File: src/gport_grant_pkg.sv
// shared constants and state codes for the graphics port grant pipeliner
// assumes one 10 MHz system clock; all timings below are in those clocks
`default_nettype none
package gport_grant_pkg;
    // grant status code values driven with the grant
    localparam logic [2:0] ST_REQUEST    = 3'h7;  // grant for a request slot
    localparam logic [2:0] ST_READ_DATA  = 3'h0;  // read data return, 00x
    localparam logic [2:0] ST_WRITE_DATA = 3'h2;  // master supplies write data, 01x
    localparam logic [2:0] ST_RESET      = 3'h7;  // code shown while no grant
    // idle gap before a fresh request grant
    localparam int unsigned GAP_TIME_CLKS = 2;     // clocks, as given
    localparam logic [1:0]  GAP_CYCLES    = 2'(GAP_TIME_CLKS);
    // back-to-back transactions allowed under one held grant
    localparam logic [1:0]  B2B_MAX       = 2'h2;
    // reset values
    localparam logic        GNT_N_RESET   = 1'b1;
    localparam logic [1:0]  CNT_RESET     = 2'h0;
    // arbiter states, one-hot
    typedef enum logic [5:0] {
        S_IDLE     = 6'b00_0001,  // waiting for the two-clock idle gap
        S_GNT_REQ  = 6'b00_0010,  // request grant out, waiting for a start
        S_PIPE_ACT = 6'b00_0100,  // pipelined request being enqueued
        S_WAIT_REQ = 6'b00_1000,  // pipelined burst done, waiting for req
        S_PCI_ACT  = 6'b01_0000,  // pci transaction in progress
        S_CORE     = 6'b10_0000   // internal grant to the core logic
    } arb_state_t;
endpackage
`default_nettype wire

File: src/gport_pin_sampler.sv
// pin sampler: two-flop synchroniser, optionally one more register stage
// assumes active-low pins that idle high; reset drives the idle level
`default_nettype none
module gport_pin_sampler #(
    parameter int unsigned WIDTH      = 3,
    parameter bit          REGISTERED = 1'b0  // extra sampling stage
) (
    // clock and reset
    input  wire logic             i_clk_sys,
    input  wire logic             i_sys_rst,
    input  wire logic             i_clk_en,
    // pins in, samples out
    input  wire logic [WIDTH-1:0] i_pins_n,
    output var  logic [WIDTH-1:0] o_sampled_n
);
    logic [WIDTH-1:0] meta_q;   // first stage, read by second stage only
    logic [WIDTH-1:0] sync_q;   // second stage, safe to use
    logic [WIDTH-1:0] late_q;   // optional latched copy

    // synchroniser chain; every stage frozen by the clock enable
    always_ff @(posedge i_clk_sys or posedge i_sys_rst) begin
        if (i_sys_rst) begin
            meta_q <= '1;
            sync_q <= '1;
            late_q <= '1;
        end else if (i_clk_en) begin
            meta_q <= i_pins_n;
            sync_q <= meta_q;
            late_q <= sync_q;
        end
    end

    // registered build trades one clock of grant latency for timing slack
    assign o_sampled_n = REGISTERED ? late_q : sync_q;
endmodule
`default_nettype wire

File: src/gport_grant_arbiter.sv
// grant pipelining arbiter for the graphics port, core logic side
// assumes the master keeps its own turn-around and dead-clock duties
// What this block does
// - no request grant while pipelined request active
// - pipe end with req asserted grants next
// - req reassertion gates grant after multi-request burst
// - grant next slot once frame sampled asserted
// - grant may be withdrawn at any clock
// - hold grant for back-to-back master transactions
// - drop grant early on retry, before third
// - pci read then pipe: its two turn-arounds are left to the master
// - hold grant across pci into pipelined request
// - data grant as soon as request started
// - request code may linger after start
// - fresh grant after two quiet ungranted clocks
// - read data return uses status 00x
// - write data request uses status 01x
`default_nettype none
module gport_grant_arbiter #(
    parameter bit REGISTERED_INPUTS = 1'b0  // adds one clock to grant timing
) (
    // clock, reset, enable
    input  wire logic       i_clk_sys,
    input  wire logic       i_sys_rst,
    input  wire logic       i_clk_en,
    // master pins, active low, asynchronous to this clock
    input  wire logic       i_req_n,
    input  wire logic       i_frame_n,
    input  wire logic       i_pipe_n,
    // core logic side, same clock
    input  wire logic       i_core_req,     // core wants to start a pci cycle
    input  wire logic       i_rd_pending,   // read data ready to return
    input  wire logic       i_wr_pending,   // write data wanted from master
    input  wire logic       i_stop_early,   // target will retry this cycle
    // grant pins to the master
    output var  logic       o_gnt_n,
    output var  logic [2:0] o_grant_status_code,
    // core logic side
    output var  logic       o_core_gnt,     // internal grant to core
    output var  logic       o_data_grant    // one-clock: data slot queued
);
    // sampled pins, active high after inversion
    logic [2:0] pins_n;           // {req, frame, pipe} sampled, active low
    logic       s_req;
    logic       s_frame;
    logic       s_pipe;

    // arbiter state
    gport_grant_pkg::arb_state_t state_q, state_d;
    logic       gnt_n_q, gnt_n_d;       // grant pin
    logic [2:0] st_q, st_d;             // status code pin
    logic       core_gnt_q, core_gnt_d; // internal grant
    logic       dgnt_q, dgnt_d;         // data grant pulse
    logic [1:0] gap_q, gap_d;           // quiet ungranted clocks
    logic [1:0] b2b_q, b2b_d;           // transactions under a held grant
    logic       gap_ok;                 // idle gap reached
    logic       req_held;               // request-code grant is out

    gport_pin_sampler #(
        .WIDTH      (3),
        .REGISTERED (REGISTERED_INPUTS)
    ) u_sampler (
        .i_clk_sys   (i_clk_sys),
        .i_sys_rst   (i_sys_rst),
        .i_clk_en    (i_clk_en),
        .i_pins_n    ({i_req_n, i_frame_n, i_pipe_n}),
        .o_sampled_n (pins_n)
    );

    assign s_req    = ~pins_n[2];
    assign s_frame  = ~pins_n[1];
    assign s_pipe   = ~pins_n[0];
    assign gap_ok   = (gap_q >= gport_grant_pkg::GAP_CYCLES);
    assign req_held = ~gnt_n_q && (st_q == gport_grant_pkg::ST_REQUEST);

    // next-state logic for the grant sequencer
    always_comb begin
        state_d    = state_q;
        gnt_n_d    = 1'b1;                          // grant withdrawn by default
        st_d       = gport_grant_pkg::ST_RESET;
        core_gnt_d = 1'b0;
        dgnt_d     = 1'b0;
        b2b_d      = b2b_q;
        // quiet clock: no grant, no frame, no pipe
        if (~gnt_n_q || s_frame || s_pipe) begin
            gap_d = gport_grant_pkg::CNT_RESET;
        end else if (!gap_ok) begin
            gap_d = gap_q + 2'h1;
        end else begin
            gap_d = gap_q;
        end
        unique case (state_q)
            gport_grant_pkg::S_IDLE: begin
                b2b_d = gport_grant_pkg::CNT_RESET;
                // fresh grant only after the quiet gap
                if (gap_ok && s_req) begin
                    gnt_n_d = 1'b0;
                    st_d    = gport_grant_pkg::ST_REQUEST;
                    state_d = gport_grant_pkg::S_GNT_REQ;
                end else if (gap_ok && i_core_req) begin
                    core_gnt_d = 1'b1;
                    state_d    = gport_grant_pkg::S_CORE;
                end
            end
            gport_grant_pkg::S_CORE: begin
                // core grant is internal; dropped as its frame starts
                if (s_frame) begin
                    state_d = gport_grant_pkg::S_PCI_ACT;
                end else if (i_core_req) begin
                    core_gnt_d = 1'b1;
                end else begin
                    state_d = gport_grant_pkg::S_IDLE;
                end
            end
            gport_grant_pkg::S_GNT_REQ: begin
                if (s_pipe) begin
                    // request started: a data slot may follow at once
                    state_d = gport_grant_pkg::S_PIPE_ACT;
                    if (i_rd_pending) begin
                        gnt_n_d = 1'b0;
                        st_d    = gport_grant_pkg::ST_READ_DATA;
                        dgnt_d  = 1'b1;
                    end else if (i_wr_pending) begin
                        gnt_n_d = 1'b0;
                        st_d    = gport_grant_pkg::ST_WRITE_DATA;
                        dgnt_d  = 1'b1;
                    end
                end else if (s_frame) begin
                    state_d = gport_grant_pkg::S_PCI_ACT;
                    b2b_d   = b2b_q + 2'h1;
                    // keep the slot for the same master unless retry or limit
                    if (s_req && !i_stop_early &&
                        (b2b_q + 2'h1) < gport_grant_pkg::B2B_MAX) begin
                        gnt_n_d = 1'b0;
                        st_d    = gport_grant_pkg::ST_REQUEST;
                    end else if (i_rd_pending) begin
                        gnt_n_d = 1'b0;
                        st_d    = gport_grant_pkg::ST_READ_DATA;
                        dgnt_d  = 1'b1;
                    end else if (i_wr_pending) begin
                        gnt_n_d = 1'b0;
                        st_d    = gport_grant_pkg::ST_WRITE_DATA;
                        dgnt_d  = 1'b1;
                    end
                end else if (!s_req) begin
                    state_d = gport_grant_pkg::S_IDLE;
                end else begin
                    // latched inputs may leave the code up a little long
                    gnt_n_d = 1'b0;
                    st_d    = gport_grant_pkg::ST_REQUEST;
                end
            end
            gport_grant_pkg::S_PIPE_ACT: begin
                // no second request grant while the burst runs
                if (!s_pipe && s_req) begin
                    gnt_n_d = 1'b0;
                    st_d    = gport_grant_pkg::ST_REQUEST;
                    b2b_d   = gport_grant_pkg::CNT_RESET;
                    state_d = gport_grant_pkg::S_GNT_REQ;
                end else if (!s_pipe) begin
                    state_d = gport_grant_pkg::S_WAIT_REQ;
                end else if (!dgnt_q && i_rd_pending) begin
                    gnt_n_d = 1'b0;
                    st_d    = gport_grant_pkg::ST_READ_DATA;
                    dgnt_d  = 1'b1;
                end else if (!dgnt_q && i_wr_pending) begin
                    gnt_n_d = 1'b0;
                    st_d    = gport_grant_pkg::ST_WRITE_DATA;
                    dgnt_d  = 1'b1;
                end
            end
            gport_grant_pkg::S_WAIT_REQ: begin
                // req coming back is what frees the next grant
                if (s_req) begin
                    gnt_n_d = 1'b0;
                    st_d    = gport_grant_pkg::ST_REQUEST;
                    b2b_d   = gport_grant_pkg::CNT_RESET;
                    state_d = gport_grant_pkg::S_GNT_REQ;
                end else if (gap_ok) begin
                    state_d = gport_grant_pkg::S_IDLE;
                end
            end
            gport_grant_pkg::S_PCI_ACT: begin
                if (!s_frame) begin
                    // last data phase: held grant lets the master go on
                    state_d = req_held ? gport_grant_pkg::S_GNT_REQ
                                       : gport_grant_pkg::S_IDLE;
                    gnt_n_d = ~(req_held && s_req && !i_stop_early);
                    st_d    = gport_grant_pkg::ST_REQUEST;
                    if (!req_held) begin
                        b2b_d = gport_grant_pkg::CNT_RESET;
                    end
                end else if (req_held && s_req && !i_stop_early) begin
                    gnt_n_d = 1'b0;
                    st_d    = gport_grant_pkg::ST_REQUEST;
                end else if (!req_held && !dgnt_q && i_rd_pending) begin
                    gnt_n_d = 1'b0;
                    st_d    = gport_grant_pkg::ST_READ_DATA;
                    dgnt_d  = 1'b1;
                end else if (!req_held && !dgnt_q && i_wr_pending) begin
                    gnt_n_d = 1'b0;
                    st_d    = gport_grant_pkg::ST_WRITE_DATA;
                    dgnt_d  = 1'b1;
                end
            end
            default: begin
                state_d = gport_grant_pkg::S_IDLE;
            end
        endcase
    end

    // state registers, frozen while the clock enable is low
    always_ff @(posedge i_clk_sys or posedge i_sys_rst) begin
        if (i_sys_rst) begin
            state_q    <= gport_grant_pkg::S_IDLE;
            gnt_n_q    <= gport_grant_pkg::GNT_N_RESET;
            st_q       <= gport_grant_pkg::ST_RESET;
            core_gnt_q <= 1'b0;
            dgnt_q     <= 1'b0;
            gap_q      <= gport_grant_pkg::CNT_RESET;
            b2b_q      <= gport_grant_pkg::CNT_RESET;
        end else if (i_clk_en) begin
            state_q    <= state_d;
            gnt_n_q    <= gnt_n_d;
            st_q       <= st_d;
            core_gnt_q <= core_gnt_d;
            dgnt_q     <= dgnt_d;
            gap_q      <= gap_d;
            b2b_q      <= b2b_d;
        end
    end

    assign o_gnt_n             = gnt_n_q;
    assign o_grant_status_code = st_q;
    assign o_core_gnt          = core_gnt_q;
    assign o_data_grant        = dgnt_q;
endmodule
`default_nettype wire

File: config.mk
export PLATFORM = sky130hd
export DESIGN_NAME = gport_grant_arbiter
export DESIGN_NICKNAME = d
export VERILOG_FILES = /design/src/gport_grant_pkg.sv /design/src/gport_pin_sampler.sv /design/src/gport_grant_arbiter.sv
export SDC_FILE = /design/constraint.sdc
export NUM_CORES = 1
export LEC_CHECK = 0
export ABC_CLOCK_PERIOD_IN_PS = 2600
export BUFFER_PORTS_ARGS = -buffer_cell sky130_fd_sc_hd__buf_2
export CAP_MARGIN = 20
export CELL_PAD_IN_SITES_DETAIL_PLACEMENT = 1
export CELL_PAD_IN_SITES_GLOBAL_PLACEMENT = 2
export CORE_MARGIN = 1
export CORE_UTILIZATION = 36
export CTS_CLUSTER_DIAMETER = 30
export DETAILED_ROUTE_END_ITERATION = 6
export PLACE_DENSITY = 0.83
export SYNTH_ARGS = -nofsm -noshare
export SYNTH_HDL_FRONTEND = slang
export SYNTH_HIERARCHICAL = 1
export SYNTH_SLANG_ARGS = --single-unit
File: constraint.sdc
create_clock -name i_clk_sys -period 2.6 [get_ports i_clk_sys]
set_input_delay 0 -clock i_clk_sys [delete_from_list [all_inputs] [get_ports i_clk_sys]]
set_output_delay 0 -clock i_clk_sys [all_outputs]
set_load 0.03 [all_outputs]
==> flow_summary.yaml <==
status:
  status: "complete, no violations"
cts:
  cts_max_path_buffers: 2
  clockRootBuffer: "clkbuf_8"
  insertion_delay_ns: 0.26
  cts_sinks: 21
  htreeDepth: 1
  cts_resized: 0
  tritoncts: "done"
  cts_buffers: 3
  clkTransAtPathRegs_ns: 0.08
place:
  pre_cts_slack_ns: 0.2638
  place_congestion: 0.8806
  placed_cell_area_sq_um: 1613
  hpwl_um: 3233
  numPortBuffers: 15
die:
  fp.dieH_um: 66.90
  die_x_um: 66.90
  dieArea_sq_um: 4476
  pin_count: 16
  core_area_sq_um: 4029
  std_cell_rows: 23
  start_util_pct: 37.64
detailed_routing:
  dr_total_vias: 1349
  ant_nets: 0
  vias_per_cell: 5.840
  first_iter_violations: 57
  wl_per_cell_um: 19.04
  post-route-drc-count: 0
  routed_wl_um: 4398
  dr.pass1.iters: 4
worst_setup_path:
  crit_arrival_ns: 2.52
  startpoint: "state_q[0]$_DFFE_PP1P_"
  critPathMaxStageDelay_ns: 0.68
  start_kind: "flop"
  worstReg2RegStart: "state_q[0]$_DFFE_PP1P_"
  reg2regPathDepth: 6
  cp_max_fo: 13
  required_ns: 2.75
  crit_path_top_delay_cell: "dfstp_2"
  criticalPathCategory: "reg2reg"
  path_cells: "nor4_1 -> buf_4 -> and2_0 -> a221oi_1 -> nand3_1 -> mux2_1"
  endpoint_kind: "flop"
final_layout:
  fillers: 492
  final_nets: 193
  drive_above_1_share_pct: 25.97
  layout_common_cells: "15 x nor2_1, 15 x buf_2, 11 x dfrtp_1, 10 x dfstp_2"
  num_antenna_cells: 0
  syn2layout_area_growth_pct: 12.21
  final_area_sq_um: 1702
yosys:
  synth_warnings: 6
  synth_seq_cells: 21
  synth_cell_types: 54
  avgSynthCellArea_sq_um: 9.081
  synth_top_area_share_pct: 18.15
  yosys_most_used_dff: "dfrtp_1"
  synthArstFlopShare_pct: 100.0
  synthCells: 167
  synth_fp_nets: 178
  synth_area_sq_um: 1516
  ys_top_cells_by_area: "dfrtp_1 18%, dfstp_2 17%, mux2_4 5.9%, nor2_1 3.7%, mux2i_1 3.3%"
  synth-edff-count: 0
  yosysSeqAreaShare_pct: 35.48
  yosysTopAreaCell: "dfrtp_1"
timing:
  max_slew_margin_pct: 55.28
  hold_violations: 0
  worstMarginPinSlew_ns: 0.6539
  setup_violations: 0
  finalCritPeriodShare_pct: 91.39
  max_freq_mhz: 420.9
  skew_ns: 0.003481
  timing.final.ws_setup_ns: 0.2239
  rsz0062_at_grt: "no"
  tns_ns: 0
  slew_viol_final: 0
  period_minus_slack_ns: 2.376
min_path:
  min-delay-start: "i_core_req"
  min_path_cells: 3
  hold_path.class: "in2reg"
power_and_ir_drop:
  vdd_ir_drop_max_mv: 0.3942
  power_leakage_nw: 0.7399
  p_total_w: 0.001688
  p_per_area_nw_per_um2: 992.2
grt:
  grt_usage_pct: 21.95
  antenna_found_initial: 0
  grt_max_degree: 16
  overflow: 0
  grt_first_pass_wirelength_um: 7272
  grt_pass1_vias: 1429
flow_run:
  cap_violations: 0
-- logic make-up after synthesis --
family                     share of synthesized area [%]
and+or+nand+nor                                    22.69
AOI/OAI and AO/OA                                  19.14
buffers and inverters                              7.920
DFF                                                35.48
muxes                                              12.21
xor gates and xnor gates                           1.733
adders and majority gates                         0.8250
-- area by class of cell --
type	instances	area (sq um)	share of cell area (%)
Clock inverter	1	7.507	0.4412
Timing Repair Buffer	25	160.2	9.412
Multi-Input combinational cell	122	858.3	50.44
Tap cell	50	62.56	3.676
Clock buffer	3	41.29	2.426
Sequential cell	21	538.0	31.62
Inverter	9	33.78	1.985
-- stage by stage --
stage | utilization [%] | hold WS (ns) | std cells
after global routing | 42.24 | 0.04211 | 231
after CTS | 42.24 | 0.01775 | 231
after floorplan | - | -0.1014 | 167
after detailed placement | 40.03 | 0.1269 | 223
final | 42.24 | 0.02472 | 231
after global placement | 40.03 | 0.1034 | 223
-- critical path: cells and delay by family (launching register included) --
| family | cells | cell delay (ns) |
|---|---|---|
| compound gates | 1 | 0.54 |
| buf+inv | 1 | 0.18 |
| simple gates | 3 | 0.51 |
| flops | 1 | 0.68 |
| mux | 1 | 0.34 |
-- registers in the layout (all words and copies together) (netlist names) --
register               count
o_gnt_n                    1
u_sampler/o_sampled_n      3
o_grant_status_code        2
gap_q                      2
b2b_q                      2
o_data_grant               1
o_core_gnt                 1
u_sampler/meta_q           3
state_q                    6
-- power by group --
part / internal, W / switching (W) / total (W) / leakage, nW
logic: 0.000365 / 0.000521 / 0.000885 / 0.462
clock network: 0.000108 / 0.000113 / 0.000221 / 0.0217
registers: 0.000434 / 0.000147 / 0.000582 / 0.256
total: 0.000907 / 0.000781 / 0.00169 / 0.740
-- routing by layer --
metal | wire length [um] | vias to the layer above | GRT usage [%]
met5 | 0 | - | 0
met4 | 91 | 0 | 8.245
met3 | 134 | 9 | 2.911
met2 | 2174 | 30 | 36.49
met1 | 1997 | 670 | 28.57
li1 | - | 640 | -
-- final timing paths --
path	slack, ns	end
max in group asynchronous	1.82	gap_q[1]$_DFFE_PP0P_
setup reg to reg	0.22	b2b_q[0]$_DFFE_PP0P_
hold reg to reg	0.49	gap_q[0]$_DFFE_PP0P_
min in group asynchronous	0.37	state_q[4]$_DFFE_PP0P_
setup / recovery	0.22	b2b_q[0]$_DFFE_PP0P_
hold / removal	0.02	o_core_gnt$_DFFE_PP0P_
-- what timing repair did --
item	in CTS	in global routing
setup endpoints to repair	0	0
hold buffers	4	0
buffers inserted	0	0
endpoints found under the hold margin	20	0
-- cell usage after synthesis, types with 2 or more instances --
library cell and number:
mux2_2 3, inv_1 9, a32oi_1 3, o2bb2ai_1 2, nor3_1 8, o211ai_1 3, a21oi_1 6, nor2_1 15
clkbuf_1 7, buf_6 3, buf_2 3, nand2_1 7, dfrtp_1 11, o22ai_1 2, o41ai_1 2, nor4_1 4
dfstp_2 10, mux2i_1 5, mux2_4 6, nand3b_1 3, xor2_1 3, o21ai_0 9, and3_1 2, nand3_1 3
a31oi_1 4, nand2b_1 6
Power figures use the tool's default switching activity.
